===== src/hw/ept_pkg.sv =====
// constants, register offsets and types of the page type change leaf
package ept_pkg;
   // ****************************************
   // bus widths and register offsets
   // ****************************************
   localparam int unsigned ADDR_W    = 8;
   localparam int unsigned DATA_W    = 32;
   localparam logic [7:0]  OFF_CTRL  = 8'h00;
   localparam logic [7:0]  OFF_ACC   = 8'h04;
   localparam logic [7:0]  OFF_OPS   = 8'h08;
   localparam logic [7:0]  OFF_MIDX  = 8'h28;
   localparam logic [7:0]  OFF_MDATA = 8'h2c;
   localparam logic [7:0]  OFF_RES   = 8'h30;
   localparam logic [7:0]  OFF_FADDR = 8'h34;
   localparam logic [7:0]  OFF_ISTAT = 8'h38;
   localparam logic [7:0]  OFF_IMASK = 8'h3c;
   localparam logic [31:0] REG_RST   = 32'h0000_0000;
   localparam int unsigned CTRL_START = 0;

   // ****************************************
   // operand word indices above OFF_OPS
   // ****************************************
   localparam int unsigned OP_NUM   = 8;
   localparam int unsigned OP_SEL_W = 3;
   localparam int unsigned OP_BLO   = 0;
   localparam int unsigned OP_BHI   = 1;
   localparam int unsigned OP_CLO   = 2;
   localparam int unsigned OP_CHI   = 3;
   localparam int unsigned OP_INFO  = 4;
   localparam int unsigned OP_ENV   = 5;
   localparam int unsigned OP_SEG   = 6;
   localparam int unsigned OP_CBASE = 7;

   // ****************************************
   // leaf selector, page types, alignment
   // ****************************************
   localparam int unsigned LEAF_W           = 8;
   localparam logic [7:0]  LEAF_TYPE_CHANGE = 8'h0f;
   localparam logic [7:0]  TYPE_REGULAR     = 8'h01;
   localparam logic [7:0]  TYPE_THREAD_CTRL = 8'h02;
   localparam logic [7:0]  TYPE_TRIM        = 8'h03;
   localparam logic [7:0]  TYPE_SS_FIRST    = 8'h04;
   localparam logic [7:0]  TYPE_SS_REST     = 8'h05;
   localparam int unsigned INFO_ALIGN       = 6;
   localparam int unsigned PAGE_SHIFT       = 12;
   localparam int unsigned CANON_BIT        = 15;

   // ****************************************
   // map entry, environment, flags, interrupts
   // ****************************************
   localparam int unsigned ENT_W      = 15;
   localparam int unsigned F_TYPE_MSB = 7;
   localparam int unsigned F_READ     = 8;
   localparam int unsigned F_EXEC     = 10;
   localparam int unsigned F_PEND     = 11;
   localparam int unsigned F_MOD      = 12;
   localparam int unsigned F_PR       = 13;
   localparam int unsigned F_VALID    = 14;
   localparam int unsigned E_CPL      = 0;
   localparam int unsigned E_FEAT     = 2;
   localparam int unsigned E_MODE64   = 3;
   localparam int unsigned E_LOCK     = 4;
   localparam int unsigned E_INIT     = 5;
   localparam int unsigned FLAG_W     = 6;
   localparam int unsigned F_ZF       = 0;
   localparam int unsigned INT_W      = 3;

   typedef enum logic [1:0] {
      FLT_NONE = 2'b00,
      FLT_GP   = 2'b01,
      FLT_PF   = 2'b10
   } ept_fault_t;

   typedef enum logic [3:0] {
      ST_IDLE   = 4'b0000,
      ST_ENV    = 4'b0001,
      ST_ALIGN  = 4'b0010,
      ST_RESID  = 4'b0011,
      ST_INFO   = 4'b0100,
      ST_GEN1   = 4'b0101,
      ST_VALID  = 4'b0110,
      ST_GEN2   = 4'b0111,
      ST_TYPE   = 4'b1000,
      ST_PEND   = 4'b1001,
      ST_INIT   = 4'b1010,
      ST_UPDATE = 4'b1011
   } ept_state_t;

   typedef enum logic [2:0] {
      END_NONE  = 3'b000,
      END_OK    = 3'b001,
      END_CONFL = 3'b010,
      END_NOMOD = 3'b011,
      END_GP    = 3'b100,
      END_PF    = 3'b101
   } ept_end_t;
endpackage : ept_pkg


===== src/hw/ept_page_map.sv =====
// page cache map entry storage, one write and two read ports
`timescale 1ns/100ps
module ept_page_map #(
   parameter int unsigned DEPTH = 16,
   parameter int unsigned IDX_W = 4,
   parameter int unsigned W     = ept_pkg::ENT_W
) (
   input  wire logic             clk,
   input  wire logic             rst_b,
   input  wire logic             wrEn,
   input  wire logic [IDX_W-1:0] wrIdx,
   input  wire logic [W-1:0]     wrData,
   input  wire logic [IDX_W-1:0] rdIdxA,
   output logic      [W-1:0]     rdDataA,
   input  wire logic [IDX_W-1:0] rdIdxB,
   output logic      [W-1:0]     rdDataB
);
   import ept_pkg::*;

   logic [W-1:0] mem_q [DEPTH];

   // entries start invalid after reset
   always_ff @(posedge clk or negedge rst_b) begin
      if (!rst_b) begin
         for (int i = 0; i < DEPTH; i++) begin
            mem_q[i] <= '0;
         end
      end else if (wrEn) begin
         mem_q[wrIdx] <= wrData;
      end
   end

   // combinational read ports
   assign rdDataA = mem_q[rdIdxA];
   assign rdDataB = mem_q[rdIdxB];
endmodule : ept_page_map


===== src/hw/ept_page_type_change.sv =====
// page type change leaf engine behind an apb register file
`timescale 1ns/100ps
// Behaviour
// - start only on selector 0x0f; missing feature gives protection fault
// - nonzero privilege level gives a protection fault
// - info address not 64-byte aligned gives protection fault
// - target address not 4-kilobyte aligned gives protection fault
// - target outside protected page cache gives page fault with address
// - reserved info bits or wrong requested type give protection fault
// - first-generation conflict: zero flag, conflict code, stop
// - invalid map entry gives page fault on target
// - second-generation conflict: zero flag, conflict code, entry untouched
// - page fault unless regular, or special type being trimmed
// - pending or modified: zero flag, not-modifiable code, entry untouched
// - owning enclave not initialized gives protection fault
// - success clears restrict bit and permissions, sets modified, writes type
// - completions clear other flags; success clears zero flag, accumulator
// - checks run one per cycle in the fixed order
// - page locked against accept/permission leaves while the leaf runs
// - protected mode: segment limit overrun or lock gives protection fault
// - 64-bit mode: non-canonical operand gives protection fault
module ept_page_type_change #(
   parameter int unsigned PAGES     = 16,
   parameter int unsigned IDX_W     = $clog2(PAGES),
   parameter logic [31:0] CONFL_ERR = 32'h0000_0001,
   parameter logic [31:0] NOMOD_ERR = 32'h0000_0002
) (
   input  wire logic                        clk,
   input  wire logic                        rst_b,
   input  wire logic [ept_pkg::ADDR_W-1:0]  paddr,
   input  wire logic                        psel,
   input  wire logic                        penable,
   input  wire logic                        pwrite,
   input  wire logic [ept_pkg::DATA_W-1:0]  pwdata,
   output logic      [ept_pkg::DATA_W-1:0]  prdata,
   output logic                             pready,
   output logic                             pslverr,
   output logic                             irq,
   input  wire logic                        gen1Busy,
   input  wire logic                        gen2Busy,
   output logic                             pageLock,
   output logic      [IDX_W-1:0]            pageLockIdx
);
   import ept_pkg::*;

   ept_state_t        st_q;
   ept_state_t        st_d;
   ept_end_t          endK;
   ept_fault_t        fault_q;
   ept_fault_t        fault_d;
   logic [DATA_W-1:0] acc_q;
   logic [DATA_W-1:0] acc_d;
   logic [DATA_W-1:0] faultAddr_q;
   logic [DATA_W-1:0] faultAddr_d;
   logic [DATA_W-1:0] rdData;
   logic [FLAG_W-1:0] flags_q;
   logic [FLAG_W-1:0] flags_d;
   logic [INT_W-1:0]  intStat_q;
   logic [INT_W-1:0]  intStat_d;
   logic [INT_W-1:0]  intMask_q;
   logic [INT_W-1:0]  intMask_d;
   logic [IDX_W-1:0]  mapIdx_q;
   logic [IDX_W-1:0]  mapIdx_d;
   logic [ENT_W-1:0]  ent;
   logic [ENT_W-1:0]  mapView;

   // ****************************************
   // apb slave decode
   // ****************************************
   // one wait state: pready rises in the second access cycle
   wire logic idle    = (st_q == ST_IDLE);
   wire logic apbAcc  = psel & penable;
   wire logic ready_d = apbAcc & ~pready;
   wire logic apbDone = apbAcc & pready;
   wire logic addrHit = (paddr[1:0] == 2'h0) && (paddr <= OFF_IMASK);
   wire logic wrEn    = apbDone & pwrite & addrHit;
   wire logic swWr    = wrEn & idle;   // operands frozen while busy
   wire logic rdClr   = apbDone & ~pwrite & (paddr == OFF_ISTAT);
   wire logic [ADDR_W-1:0]   opOff = paddr - OFF_OPS;
   wire logic [OP_SEL_W-1:0] opSel = opOff[OP_SEL_W+1:2];
   wire logic opHit = (paddr >= OFF_OPS) && (paddr < OFF_MIDX);

   // ****************************************
   // operand registers
   // ****************************************
   wire logic [OP_NUM-1:0][DATA_W-1:0] opReg;

   // one word register per operand slot
   for (genvar i = 0; i < OP_NUM; i++) begin : g_op
      logic [DATA_W-1:0] val_q;
      wire logic hit = swWr && (paddr == ADDR_W'(OFF_OPS + 4 * i));
      always_ff @(posedge clk or negedge rst_b) begin
         if (!rst_b) begin
            val_q <= REG_RST;
         end else if (hit) begin
            val_q <= pwdata;
         end
      end
      assign opReg[i] = val_q;
   end

   // named views of the operand words
   wire logic [DATA_W-1:0] baseLo    = opReg[OP_BLO];
   wire logic [DATA_W-1:0] baseHi    = opReg[OP_BHI];
   wire logic [DATA_W-1:0] cntLo     = opReg[OP_CLO];
   wire logic [DATA_W-1:0] cntHi     = opReg[OP_CHI];
   wire logic [DATA_W-1:0] info      = opReg[OP_INFO];
   wire logic [DATA_W-1:0] env       = opReg[OP_ENV];
   wire logic [DATA_W-1:0] segLim    = opReg[OP_SEG];
   wire logic [DATA_W-1:0] cacheBase = opReg[OP_CBASE];

   // upper address bits must copy the top implemented bit
   function automatic logic isCanon(input logic [DATA_W-1:0] hi);
      isCanon = (hi[DATA_W-1:CANON_BIT] ==
                 {(DATA_W-CANON_BIT){hi[CANON_BIT]}});
   endfunction : isCanon

   // ****************************************
   // check conditions
   // ****************************************
   // leaf is started by a control start write while the accumulator holds the right selector
   wire logic startReq = swWr && (paddr == OFF_CTRL) &&
                         pwdata[CTRL_START] &&
                         (acc_q[LEAF_W-1:0] == LEAF_TYPE_CHANGE);
   wire logic privBad = (env[E_CPL+:2] != 2'h0);
   wire logic featBad = !env[E_FEAT];
   wire logic canonBad = !isCanon(baseHi) || !isCanon(cntHi);
   wire logic limBad   = (baseLo > segLim) || (cntLo > segLim);
   wire logic modeBad  = env[E_MODE64] ? canonBad : limBad;
   wire logic envBad   = privBad | featBad | env[E_LOCK] | modeBad;
   wire logic alignBad = (baseLo[INFO_ALIGN-1:0] != '0) ||
                         (cntLo[PAGE_SHIFT-1:0] != '0);

   // cache residency and page index of the target
   wire logic [DATA_W-1:0] pageOff = cntLo - cacheBase;
   wire logic [IDX_W-1:0]  pageIdx = pageOff[PAGE_SHIFT+:IDX_W];
   wire logic inCache = (cntHi == '0) && (cntLo >= cacheBase) &&
      (pageOff[DATA_W-1:PAGE_SHIFT] <
       (DATA_W-PAGE_SHIFT)'(PAGES));

   // security info type and reserved bits
   wire logic [F_TYPE_MSB:0] reqType = info[F_TYPE_MSB:0];
   wire logic [F_TYPE_MSB:0] curType = ent[F_TYPE_MSB:0];
   wire logic infoBad = (info[DATA_W-1:F_TYPE_MSB+1] != '0) ||
      !((reqType == TYPE_THREAD_CTRL) || (reqType == TYPE_TRIM));

   // allowed type transitions
   wire logic curSpecial = (curType == TYPE_THREAD_CTRL) ||
                           (curType == TYPE_SS_FIRST) ||
                           (curType == TYPE_SS_REST);
   wire logic typeOk = (curType == TYPE_REGULAR) ||
                       (curSpecial && (reqType == TYPE_TRIM));
   wire logic pendBad = ent[F_PEND] | ent[F_MOD];

   // updated entry: valid and pending kept, permissions dropped
   wire logic [ENT_W-1:0] newEnt = {ent[F_VALID], 1'b0, 1'b1,
                                    ent[F_PEND], 3'b000, reqType};

   // ****************************************
   // check sequence
   // ****************************************
   // one check per cycle; any hit ends the leaf
   always_comb begin
      endK = END_NONE;
      case (st_q)
         ST_IDLE:   endK = END_NONE;
         ST_ENV:    if (envBad) endK = END_GP;
         ST_ALIGN:  if (alignBad) endK = END_GP;
         ST_RESID:  if (!inCache) endK = END_PF;
         ST_INFO:   if (infoBad) endK = END_GP;
         ST_GEN1:   if (gen1Busy) endK = END_CONFL;
         ST_VALID:  if (!ent[F_VALID]) endK = END_PF;
         ST_GEN2:   if (gen2Busy) endK = END_CONFL;
         ST_TYPE:   if (!typeOk) endK = END_PF;
         ST_PEND:   if (pendBad) endK = END_NOMOD;
         ST_INIT:   if (!env[E_INIT]) endK = END_GP;
         ST_UPDATE: endK = END_OK;
         default:   endK = END_NONE;
      endcase
   end

   // next step in fixed order, back to idle on any end
   wire logic ending = (endK != END_NONE);
   assign st_d = idle ? (startReq ? ST_ENV : ST_IDLE) :
                 ending ? ST_IDLE :
                 ept_state_t'(st_q + 4'h1);

   // ****************************************
   // results and flags
   // ****************************************
   wire logic completes = (endK == END_OK) || (endK == END_CONFL) ||
                          (endK == END_NOMOD);
   wire logic accWr = swWr && (paddr == OFF_ACC);

   // accumulator takes the return code on completion
   assign acc_d = (endK == END_OK)    ? REG_RST :
                  (endK == END_CONFL) ? CONFL_ERR :
                  (endK == END_NOMOD) ? NOMOD_ERR :
                  accWr ? pwdata : acc_q;
   // faults leave flags; completions clear all but zero flag
   assign flags_d = completes ?
      FLAG_W'({(endK != END_OK)}) : flags_q;
   assign fault_d = (endK == END_GP) ? FLT_GP :
                    (endK == END_PF) ? FLT_PF :
                    completes ? FLT_NONE : fault_q;
   assign faultAddr_d = (endK == END_PF) ? cntLo : faultAddr_q;

   // result word: flags, fault kind, busy
   wire logic [DATA_W-1:0] resWord = {15'h0, !idle, 6'h0, fault_q,
                                      2'h0, flags_q};

   // ****************************************
   // page map
   // ****************************************
   wire logic mapSwWr = swWr && (paddr == OFF_MDATA);
   wire logic upd     = (st_q == ST_UPDATE);
   assign mapIdx_d = (swWr && (paddr == OFF_MIDX)) ?
                     pwdata[IDX_W-1:0] : mapIdx_q;

   // entry storage; the leaf update has the write port while busy
   ept_page_map #(
      .DEPTH (PAGES),
      .IDX_W (IDX_W),
      .W     (ENT_W)
   ) ept_page_map_i (
      .clk     (clk),
      .rst_b   (rst_b),
      .wrEn    (upd | mapSwWr),
      .wrIdx   (upd ? pageIdx : mapIdx_q),
      .wrData  (upd ? newEnt : pwdata[ENT_W-1:0]),
      .rdIdxA  (pageIdx),
      .rdDataA (ent),
      .rdIdxB  (mapIdx_q),
      .rdDataB (mapView)
   );

   // ****************************************
   // interrupts
   // ****************************************
   // sticky events; a read clears only the bits it returned
   wire logic [INT_W-1:0] intSet = {(endK == END_PF),
                                    (endK == END_GP), completes};
   wire logic [INT_W-1:0] intClr = rdClr ? prdata[INT_W-1:0] : '0;
   assign intStat_d = (intStat_q & ~intClr) | intSet;
   assign intMask_d = (wrEn && (paddr == OFF_IMASK)) ?
                      pwdata[INT_W-1:0] : intMask_q;

   // read selection
   always_comb begin
      rdData = '0;
      case (paddr)
         OFF_CTRL:  rdData = DATA_W'(!idle);
         OFF_ACC:   rdData = acc_q;
         OFF_MIDX:  rdData = DATA_W'(mapIdx_q);
         OFF_MDATA: rdData = DATA_W'(mapView);
         OFF_RES:   rdData = resWord;
         OFF_FADDR: rdData = faultAddr_q;
         OFF_ISTAT: rdData = DATA_W'(intStat_q);
         OFF_IMASK: rdData = DATA_W'(intMask_q);
         default:   rdData = opHit ? opReg[opSel] : '0;
      endcase
   end

   // ****************************************
   // flip-flops
   // ****************************************
   // apb answer
   always_ff @(posedge clk or negedge rst_b) begin
      if (!rst_b) begin
         pready  <= 1'b0;
         pslverr <= 1'b0;
         prdata  <= '0;
      end else begin
         pready  <= ready_d;
         pslverr <= ready_d & ~addrHit;
         prdata  <= (ready_d & ~pwrite & addrHit) ? rdData : '0;
      end
   end

   // leaf state and results
   always_ff @(posedge clk or negedge rst_b) begin
      if (!rst_b) begin
         st_q        <= ST_IDLE;
         acc_q       <= REG_RST;
         flags_q     <= '0;
         fault_q     <= FLT_NONE;
         faultAddr_q <= REG_RST;
         mapIdx_q    <= '0;
      end else begin
         st_q        <= st_d;
         acc_q       <= acc_d;
         flags_q     <= flags_d;
         fault_q     <= fault_d;
         faultAddr_q <= faultAddr_d;
         mapIdx_q    <= mapIdx_d;
      end
   end

   // page lock, interrupt state and line
   always_ff @(posedge clk or negedge rst_b) begin
      if (!rst_b) begin
         intStat_q   <= '0;
         intMask_q   <= '0;
         irq         <= 1'b0;
         pageLock    <= 1'b0;
         pageLockIdx <= '0;
      end else begin
         intStat_q   <= intStat_d;
         intMask_q   <= intMask_d;
         irq         <= |(intStat_d & intMask_d);
         pageLock    <= (st_d != ST_IDLE);
         pageLockIdx <= pageIdx;
      end
   end
endmodule : ept_page_type_change


===== config.mk =====
export PLATFORM = sky130hd
export DESIGN_NAME = ept_page_type_change
export DESIGN_NICKNAME = d
export VERILOG_FILES = /design/src/hw/ept_pkg.sv /design/src/hw/ept_page_map.sv /design/src/hw/ept_page_type_change.sv
export SDC_FILE = /design/constraint.sdc
export NUM_CORES = 1
export LEC_CHECK = 0
export BUFFER_PORTS_ARGS = -buffer_cell sky130_fd_sc_hd__buf_2
export CAP_MARGIN = 10
export CORE_UTILIZATION = 35
export DETAILED_ROUTE_END_ITERATION = 7
export PLACE_DENSITY = 0.52
export SLEW_MARGIN = 5
export SYNTH_ARGS = -nofsm -noshare
export SYNTH_HDL_FRONTEND = slang
export SYNTH_SLANG_ARGS = --single-unit

===== constraint.sdc =====
create_clock -name clk -period 4.87 [get_ports clk]
set_clock_uncertainty 0.2 [all_clocks]
set_input_delay 0.487 -clock clk [delete_from_list [all_inputs] [get_ports clk]]
set_output_delay 0.487 -clock clk [all_outputs]
set_load 0.03 [all_outputs]

==> flow_metrics.env, run 1 <==
export IMPL_synth_compound_area_share_pct=12.1
export IMPL_startpoint_type="flip-flop"
export IMPL_synth_edf_count=0
export IMPL_synth_area_leaders="dfrtp_1, mux2_2, mux4_2, nand2_1, o21ai_0"
export IMPL_cts_buffer_depth=3
export IMPL_async_flop_share_pct=100
export IMPL_antenna_cells=0
export IMPL_insertion_delay_ns=0.64
export IMPL_worst_ep_arrival_time_ns=5.16
export IMPL_gr_total_overflow=0
export IMPL_synthAdderAreaFrac_pct=3.80
export IMPL_tightest_slew_ns=1.22
export IMPL_wire_per_inst_um=26.7
export IMPL_htree_levels=3
export IMPL_fp_row_count=112
export IMPL_ir_drop_uv=235
export IMPL_worstReg2RegStart="cntLo[1]$_DFFE_PN0P_"
export IMPL_critPathMaxFanout=7
export IMPL_die_x_um=310
export IMPL_cts_root_buf="clkbuf_16"
export IMPL_cp_end_kind="flip-flop"
export IMPL_ys_flop_type="dfrtp_1"
export IMPL_hold_path_endpoint="acc_q[7]$_DFFE_PN0P_"
export IMPL_synth_top_area_cell="dfrtp_1"
export IMPL_finalSetupViolCount=0
export IMPL_critical_path_class="reg -> reg"
export IMPL_clock_fmax_mhz=206
export IMPL_antenna_left=0
export IMPL_ioPinCount=87
export IMPL_synth_top_family_by_area="multiplexers"
export IMPL_grt_pass1_wl_mm=176
export IMPL_clk_pin_slew_ns=0.06
export IMPL_io_buffer_count=86
export IMPL_cts_sinks=617
export IMPL_drt_pass1_iterations=6
export IMPL_synth_top_area_share_pct=46.5
export IMPL_critical_path_required_ns=5.19
export IMPL_stdcell_count=4431
export IMPL_routed_via_density=5.82
export IMPL_cts_tree="done"
export IMPL_synthToLayoutAreaGrowth_pct=16.3
export IMPL_syn_area_per_cell_um2=11.1
export IMPL_coreArea_um2=93600
export IMPL_initial_core_util_pct=35.5
export IMPL_finalWirelength_mm=118
export IMPL_period_share_pct=99.5
export IMPL_rsz0062_at_grt="yes"
export IMPL_grt_use_total_pct=24.8
export IMPL_slew_violations=0
export IMPL_power_density_nw_per_um2=284
export IMPL_hold_violations=0
export IMPL_r2r_slack_ns=0.02
export IMPL_vias=25800
export IMPL_synthesis_area_um2=33200
export IMPL_synth_cell_types=78
export IMPL_leakagePower_nw=18.1
export IMPL_numCtsBuffers=72
export IMPL_grt_pass1_vias=26100
export IMPL_maxCapViolations=0
export IMPL_outcome="finished clean"
export IMPL_syn_inst=2994
export IMPL_fin_crit_ns=4.85
export IMPL_place_congestion=0.904
export IMPL_nNetsFinal=3275
export IMPL_route_detailed_drc=0
export IMPL_antenna_found_initial=9
export IMPL_ys_seq_area_share_pct=46.5
export IMPL_whs_ns=0.0401
export IMPL_muxShareOfSynthArea_pct=22.9
export IMPL_synthXorXnorAreaFrac_pct=0.335
export IMPL_min_from="pwdata[7]"
export IMPL_hold_path_cell_count=3
export IMPL_dieArea_um2=96200
export IMPL_grt_max_degree=107
export IMPL_synthSimpleGateAreaFrac_pct=11.0
export IMPL_slew_headroom_pct=16.1
export IMPL_drive_above_1_share_pct=27.5
export IMPL_drtIter0Drc=2219
export IMPL_ys_ff_latch=617
export IMPL_r2r_end="faultAddr_q[21]$_DFFE_PN0P_"
export IMPL_synth_net_count=3142
export IMPL_dieHeight_um=310
export IMPL_reg2regPathDepth=19
export IMPL_dp_hpwl_mm=82.8
export IMPL_hold_class="in -> reg"
export IMPL_synth_warnings=0
export IMPL_dp_cells=4279
## routing by layer
metal / vias to the layer above / wire, um / GRT usage (%)
met1: 13300 / 52400 / 34.4
met5: - / 65 / 0
met2: 906 / 54500 / 39.2
met3: 178 / 7700 / 4.28
li1: 11400 / - / -
met4: 10 / 3500 / 7.92
## cells by family (layout without fill, tap and decap cells)
logic type	Yosys count	in the layout
and+or+nand+nor	796	796
AOI/OAI and AO/OA	636	636
DFF	617	617
muxes	537	537
buffers and inverters	296	479
adders and majority gates	101	101
xor gates and xnor gates	11	11
## repair_timing
item / 4_1_cts / 5_1_grt
endpoints found under the hold margin: 136 / 0
pin swaps: 3 / 3
buffers inserted: 2 / 0
endpoints found under the setup margin: 66 / 74
hold buffers: 24 / 0
resized for setup: 15 / 35
gates cloned: 1 / 1
## synthesized netlist by cell type (all sizes together) (11+ instances only)
cell     count
a2111oi     17
mux4       146
nor4        29
mux2i       63
a222oi      43
mux2       328
buf         41
a21o        26
a211oi      16
nor2b       17
nand4       27
or3         15
or2         18
o21a        12
clkbuf     165
a22o        15
and2        11
inv         90
o21ai      276
nand2      385
nand3       30
nand2b      18
a221oi      12
ha         101
nor3        45
dfrtp      617
or4         19
a21oi      123
nor2       150
## power by group
part	switching (mW)	total [mW]	internal (mW)
Sequential	0.00362	5.13	5.13
Clock	2.30	5.46	3.16
Combinational	0.299	0.401	0.101
Total	2.60	11.0	8.39
## critical path, stage by stage (launching register included)
cell and delay [ns]:
dfrtp_1 0.38, ha_1 0.30, nor2b_4 0.14, o2111a_1 0.26, or4_4 0.49, a2111o_1 0.39
a21oi_2 0.18, xor2_2 0.17, buf_6 0.15, buf_4 0.16, a2111oi_2 0.06, buf_4 0.17
nor4_4 0.38, buf_4 0.22, o21ai_0 0.11, o21ai_1 0.20, o21ai_4 0.10, buf_8 0.17
clkbuf_16 0.18, mux2_1 0.31
## registers in the layout (all words and copies together) (netlist names), 32 cells and up
| register | count |
|---|---|
| baseLo | 32 |
| cntLo | 32 |
| g_op.val_q | 64 |
| faultAddr_q | 32 |
| cacheBase | 32 |
| env | 32 |
| acc_q | 32 |
| baseHi | 32 |
| cntHi | 32 |
| prdata | 32 |
| ept_page_map_i.mem_q | 240 |
## layout by cell type (no fill, tap or decap), types with 10 or more instances in the layout
| cell | instances |
|---|---|
| or2_2 | 16 |
| nand4_1 | 27 |
| o21a_1 | 12 |
| buf_2 | 83 |
| mux4_2 | 146 |
| inv_1 | 87 |
| nor4_1 | 26 |
| mux2i_1 | 59 |
| nand2_1 | 383 |
| mux2_4 | 12 |
| a222oi_1 | 43 |
| a221oi_1 | 12 |
| dlygate4sd3_1 | 24 |
| mux2_1 | 18 |
| nor2b_1 | 16 |
| a22o_1 | 15 |
| a21oi_1 | 122 |
| nand2b_1 | 18 |
| nor3_1 | 43 |
| nand3_1 | 26 |
| or3_1 | 14 |
| and3_1 | 10 |
| o21ai_0 | 271 |
| buf_4 | 140 |
| a21o_1 | 26 |
| or4_1 | 18 |
| clkbuf_1 | 18 |
| dfrtp_1 | 615 |
| buf_12 | 12 |
| clkbuf_16 | 75 |
| nor2_1 | 146 |
| mux2_2 | 298 |
| and2_1 | 10 |
| ha_1 | 99 |
| a211oi_1 | 15 |
| clkbuf_8 | 13 |
## stage by stage
step	TNS, ns	utilization [%]	setup WS, ns	power (mW)	cell area [um2]
after floorplan	0	-	0.392	5.36	33200
after detailed placement	-4.62	38.3	-0.218	5.62	35800
after global placement	-2.42	38.3	-0.110	5.61	35800
final	0	41.3	0.0242	11.0	38600
after global routing	-3.57	41.3	-0.0957	11.3	38600
after CTS	0	41.1	0.00270	11.1	38500
## final cells by class
class	instances	area (um2)
Clock buffer	105	2100
Clock inverter	19	243
Fill cell	9080	55000
Inverter	90	343
Multi-Input combinational cell	2081	16900
Sequential cell	617	15400
Tap cell	1254	1570
Timing Repair Buffer	265	2040
## how the worst max path moves through the flow
stage	from	depth (start not counted)	endpoint	slack, ns
6_report	cntLo[1]$_DFFE_PN0P_	19	faultAddr_q[21]$_DFFE_PN0P_	0.02
4_1_cts	cntLo[1]$_DFFE_PN0P_	17	faultAddr_q[17]$_DFFE_PN0P_	0.003
5_1_grt	cacheBase[1]$_DFFE_PN0P_	18	faultAddr_q[25]$_DFFE_PN0P_	-0.1
2_1_floorplan	cntLo[1]$_DFFE_PN0P_	16	faultAddr_q[10]$_DFFE_PN0P_	0.39
3_3_place_gp	cacheBase[11]$_DFFE_PN0P_	20	pageLock$_DFF_PN0_	-0.11
3_5_place_dp	cacheBase[11]$_DFFE_PN0P_	20	pageLock$_DFF_PN0_	-0.22
Power figures use the tool's default switching activity.
==> inputs of run 2 (changes only) <==
- CAP_MARGIN: 10 -> not set
- MAX_ROUTING_LAYER: not set -> met4
==> flow_metrics.env, run 2 (same netlist as run 1, synthesis figures left out) <==
export IMPL_insertion_delay_ns=0.65
export IMPL_ioPinCount=87
export IMPL_antenna_found_initial=8
export IMPL_hold_violations=0
export IMPL_vias=25900
export IMPL_worst_ep_arrival_time_ns=5.17
export IMPL_clk_pin_slew_ns=0.06
export IMPL_antenna_left=0
export IMPL_finalWirelength_mm=119
export IMPL_route_detailed_drc=9
export IMPL_io_buffer_count=86
export IMPL_critPathMaxFanout=7
export IMPL_gr_total_overflow=0
export IMPL_layout_commonest_cell="dfrtp_1"
export IMPL_drtIter0Drc=2410
export IMPL_dieArea_um2=96200
export IMPL_grt_use_total_pct=25.6
export IMPL_routed_via_density=5.83
export IMPL_numCtsBuffers=72
export IMPL_clock_fmax_mhz=206
export IMPL_cp_slowest_stage_delay_ns=0.54
export IMPL_cp_end_kind="flip-flop"
export IMPL_drt_pass1_iterations=8
export IMPL_tightest_slew_ns=1.19
export IMPL_pre_cts_ws_ns=-0.481
export IMPL_final_cell_mix="dfrtp_1, nand2_1, mux2_2"
export IMPL_outcome="complete, but fails checks"
export IMPL_startpoint_type="flip-flop"
export IMPL_whs_ns=0.0498
export IMPL_hold_path_cell_count=3
export IMPL_cts_root_buf="clkbuf_16"
export IMPL_period_share_pct=99.7
export IMPL_tns_ns=0
export IMPL_hold_class="in -> reg"
export IMPL_crit_path_cell_trace="inv_1 > ha_1 > nor2b_4 > o2111a_1 > or4_4 > a2111o_1 > a21oi_2 > xor2_2 > buf_6 > mux4_2 > buf_6 > a31o_4 > a311oi_2 > buf_4 > o21ai_4 > buf_8 > clkbuf_16 > mux2_1"
export IMPL_htree_levels=3
export IMPL_dieHeight_um=310
export IMPL_rsz0062_at_grt="yes"
export IMPL_fin_crit_ns=4.85
export IMPL_finalSetupViolCount=0
export IMPL_power_density_nw_per_um2=289
export IMPL_initial_core_util_pct=35.5
export IMPL_fp_row_count=112
export IMPL_violations="design-rule violations"
export IMPL_grt_pass1_vias=25900
export IMPL_leakagePower_nw=18.2
export IMPL_crit_top_cell="buf_6"
export IMPL_largest_reg_flops=240
export IMPL_synthToLayoutAreaGrowth_pct=17.2
export IMPL_ir_drop_uv=220
export IMPL_cts_tree="done"
export IMPL_reg_top3="ept_page_map_i.mem_q (240), g_op.val_q (64)"
export IMPL_critical_path_required_ns=5.19
export IMPL_cp_slowest_cell="mux4_2"
export IMPL_critical_path_class="reg -> reg"
export IMPL_maxCapViolations=0
export IMPL_cts_buffer_depth=3
export IMPL_coreArea_um2=93600
export IMPL_place_congestion=0.955
export IMPL_slew_violations=0
export IMPL_die_x_um=310
export IMPL_grt_max_degree=101
export IMPL_setup_ws_ns=0.0153
export IMPL_slew_headroom_pct=19.2
export IMPL_dp_hpwl_mm=83.4
export IMPL_reg2regPathDepth=18
export IMPL_cts_sinks=617
export IMPL_nNetsFinal=3272
export IMPL_wire_per_inst_um=26.9
export IMPL_top_register="ept_page_map_i.mem_q"
export IMPL_drive_above_1_share_pct=28.1
export IMPL_grt_pass1_wl_mm=177
## run 2: per-layer routing
| layer | wire length [um] | vias to the layer above | GRT usage, % |
|---|---|---|---|
| met1 | 53200 | 13400 | 35.1 |
| met3 | 8030 | 193 | 4.11 |
| li1 | - | 11300 | - |
| met4 | 3690 | 0 | 8.09 |
| met2 | 54300 | 979 | 38.8 |
| met5 | 0 | - | - |
## run 2: metrics by stage
step / utilization [%] / std cells / area, um2 / power, mW
after floorplan: - / 2994 / 33200 / 5.36
after global placement: 38.2 / 4274 / 35800 / 5.61
after detailed placement: 38.2 / 4274 / 35800 / 5.62
after CTS: 41.3 / 4432 / 38700 / 11.3
after global routing: 41.6 / 4439 / 38900 / 11.6
final: 41.6 / 4439 / 38900 / 11.2
## run 2: worst max-delay path: cells and delay by family (launching register included)
family,cells,cell delay [ns]
compound gates,6,1.33
xor+xnor,1,0.20
fa+ha+maj,1,0.27
buf+inv,6,0.90
flops,1,0.35
mux,2,0.85
simple gates,2,0.62
## run 2: final timing paths
path | slack [ns] | to | start
setup / recovery | 0.02 | faultAddr_q[17]$_DFFE_PN0P_ | cacheBase[1]$_DFFE_PN0P_
min in group asynchronous | 0.26 | prdata[13]$_DFF_PN0_ | rst_b
max in group asynchronous | 3.07 | cntLo[25]$_DFFE_PN0P_ | rst_b
hold reg to reg | 0.27 | ept_page_map_i.mem_q[128]$_DFFE_PN0P_ | ept_page_map_i.mem_q[128]$_DFFE_PN0P_
setup reg to reg | 0.02 | faultAddr_q[17]$_DFFE_PN0P_ | cacheBase[1]$_DFFE_PN0P_
hold / removal | 0.05 | acc_q[7]$_DFFE_PN0P_ | pwdata[7]
## run 2: what timing repair did
item	4_1_cts	5_1_grt
endpoints found under the setup margin	76	75
buffers inserted	2	2
hold buffers	23	0
cloned	1	2
pin swaps	6	2
resized for setup	23	53
hold endpoints to repair	122	0
## run 2: cell type report
| type | instances | area (um2) |
|---|---|---|
| antenna | 3 | 7.51 |
| clock buffer | 109 | 2160 |
| clock inverter | 23 | 310 |
| fill | 9021 | 54700 |
| inverter | 90 | 343 |
| multi-input combinational | 2081 | 17000 |
| sequential | 617 | 15400 |
| tap | 1254 | 1570 |
| timing repair buffer | 262 | 2060 |
## run 2: power breakdown
| group | leakage (nW) | internal [mW] | switching [mW] |
|---|---|---|---|
| Clock | 1.21 | 3.36 | 2.33 |
| Combinational | 8.40 | 0.104 | 0.304 |
| Sequential | 8.60 | 5.13 | 0.00298 |
| Total | 18.2 | 8.60 | 2.64 |
==> inputs of run 3 (changes only) <==
- CORE_ASPECT_RATIO: not set -> 1.75
- REMOVE_ABC_BUFFERS: not set -> 1
==> flow_metrics.env, run 3 (same netlist as run 1, synthesis figures left out) <==
export IMPL_fp_row_count=149
export IMPL_cts_root_buf="clkbuf_16"
export IMPL_clock_fmax_mhz=204
export IMPL_hold_violations=0
export IMPL_hold_path_cell_count=4
export IMPL_wire_per_inst_um=28.4
export IMPL_cts_tree="done"
export IMPL_seq_power_share_pct=49.8
export IMPL_dieArea_um2=96200
export IMPL_synthToLayoutAreaGrowth_pct=16.1
export IMPL_vias=25800
export IMPL_drive_above_1_share_pct=28.5
export IMPL_finalSetupViolCount=27
export IMPL_hold_class="in -> reg"
export IMPL_fin_crit_ns=4.91
export IMPL_critical_path_class="reg -> reg"
export IMPL_place_congestion=0.982
export IMPL_layout_commonest_cell="dfrtp_1"
export IMPL_io_buffer_count=86
export IMPL_reg_top3="ept_page_map_i.mem_q (240), g_op.val_q (64)"
export IMPL_insertion_delay_ns=0.66
export IMPL_routed_via_density=5.87
export IMPL_htree_levels=2
export IMPL_drtIter0Drc=1880
export IMPL_top_register="ept_page_map_i.mem_q"
export IMPL_reg2regPathDepth=18
export IMPL_grt_use_total_pct=26.5
export IMPL_numCtsBuffers=59
export IMPL_cts_sinks=617
export IMPL_antenna_left=0
export IMPL_intPower_mw=7.89
export IMPL_grt_pass1_vias=27300
export IMPL_coreArea_um2=94100
export IMPL_route_detailed_drc=0
export IMPL_power_frac_comb_pct=4.0
export IMPL_violations="negative setup slack"
export IMPL_initial_core_util_pct=35.3
export IMPL_worstReg2RegStart="cacheBase[1]$_DFFE_PN0P_"
export IMPL_antenna_found_initial=1
export IMPL_clkPwrFrac_pct=46.2
export IMPL_gr_total_overflow=0
export IMPL_finalWirelength_mm=125
export IMPL_r2r_slack_ns=-0.04
export IMPL_ir_drop_uv=252
export IMPL_pre_cts_ws_ns=-0.0654
export IMPL_leakagePower_nw=18.0
export IMPL_hold_path_endpoint="pready$_DFF_PN0_"
export IMPL_power_switching_mw=2.40
export IMPL_clk_pin_slew_ns=0.07
export IMPL_critical_path_required_ns=5.19
export IMPL_rsz0062_at_grt="yes"
export IMPL_die_x_um=235
export IMPL_largest_reg_flops=240
export IMPL_final_cell_mix="dfrtp_1, nand2_1, mux2_2"
export IMPL_worst_ep_arrival_time_ns=5.23
export IMPL_grt_pass1_wl_mm=184
export IMPL_tightest_slew_ns=1.25
export IMPL_slew_headroom_pct=16.5
export IMPL_r2r_end="faultAddr_q[27]$_DFFE_PN0P_"
export IMPL_critPathMaxFanout=7
export IMPL_nNetsFinal=3285
export IMPL_slew_violations=0
export IMPL_power_density_nw_per_um2=267
export IMPL_fill_cells=8953
export IMPL_tns_ns=-0.446
export IMPL_cp_end_kind="flip-flop"
export IMPL_period_share_pct=101
export IMPL_startpoint_type="flip-flop"
export IMPL_grt_max_degree=146
export IMPL_ioPinCount=87
export IMPL_dieHeight_um=410
export IMPL_drt_pass1_iterations=7
export IMPL_outcome="complete, but fails checks"
export IMPL_dp_hpwl_mm=91.7
export IMPL_min_from="psel"
export IMPL_maxCapViolations=0
export IMPL_p_sw_share_pct=23.3
export IMPL_setup_ws_ns=-0.0415
export IMPL_cts_buffer_depth=3
==> run 3: cell type report <==
class	count	area [um2]	share of cell area, %
antenna	1	2.50	0.00648
clock buffer	87	1730	4.49
clock inverter	20	213	0.551
inverter	90	345	0.895
multi-input combinational	2081	17000	44.1
sequential	617	15400	40.0
tap	1208	1510	3.92
timing repair buffer	288	2330	6.03
==> run 3: worst max-delay path: stages, from the launching register on <==
cell and delay, ns:
dfrtp_1 0.41, inv_2 0.07, ha_4 0.19, nor2b_4 0.12, o2111a_2 0.32, or4_1 0.49, a2111o_1 0.43, a21oi_2 0.18
xor2_2 0.20, buf_12 0.15, inv_8 0.05, mux2_4 0.30, a211o_1 0.29, o211a_1 0.24, a311oi_4 0.36, o21ai_4 0.12
buf_12 0.16, clkbuf_16 0.18, mux2_4 0.30
==> run 3: worst max-delay path by stage <==
stage	startpoint	to	slack, ns	depth (start not counted)
2_1_floorplan	cntLo[12]$_DFFE_PN0P_	intStat_q[0]$_DFF_PN0_	-1.51	11
3_3_place_gp	cacheBase[1]$_DFFE_PN0P_	faultAddr_q[31]$_DFFE_PN0P_	-0.09	17
3_5_place_dp	cacheBase[1]$_DFFE_PN0P_	faultAddr_q[26]$_DFFE_PN0P_	-0.07	18
4_1_cts	cacheBase[10]$_DFFE_PN0P_	faultAddr_q[26]$_DFFE_PN0P_	0.007	17
5_1_grt	cacheBase[1]$_DFFE_PN0P_	acc_q[18]$_DFFE_PN0P_	-0.16	20
6_report	cacheBase[1]$_DFFE_PN0P_	faultAddr_q[27]$_DFFE_PN0P_	-0.04	18
==> run 3: repair_timing <==
item                                    4_1_cts  5_1_grt
gates cloned                                  0        5
gates resized for setup                       4       69
hold buffers                                 27        0
endpoints found under the setup margin       67       84
hold endpoints to repair                    113        0
setup buffers                                 1        6
==> run 3: per-stage QoR <==
stage / util (%) / instance area [um2] / power, mW / cells / hold slack (ns)
4_1_cts: 40.5 / 38100 / 10.4 / 4382 / 0.00259
5_1_grt: 41.0 / 38600 / 10.6 / 4391 / 0.0508
6_report: 41.0 / 38600 / 10.3 / 4392 / 0.0460
3_5_place_dp: 38.1 / 35900 / 5.62 / 4247 / 0.267
2_1_floorplan: - / 32400 / 5.32 / 2788 / -0.00859
3_3_place_gp: 38.1 / 35900 / 5.62 / 4247 / 0.258
==> run 3: power by group through the flow <==
stage,Clock (mW),Combinational [mW],Sequential (mW)
2_1_floorplan,0,0.0899,5.23
3_3_place_gp,0,0.390,5.23
3_5_place_dp,0,0.395,5.23
4_1_cts,4.88,0.413,5.13
5_1_grt,5.05,0.443,5.13
6_report,4.76,0.408,5.13
==> run 3: routing by layer <==
| layer | up-vias | track usage [%] | routed length, um |
|---|---|---|---|
| li1 | 11300 | - | - |
| met4 | 0 | 19.8 | 11000 |
| met1 | 13100 | 25.9 | 42200 |
| met3 | 401 | 2.76 | 4900 |
| met5 | - | - | 0 |
| met2 | 914 | 48.3 | 66800 |
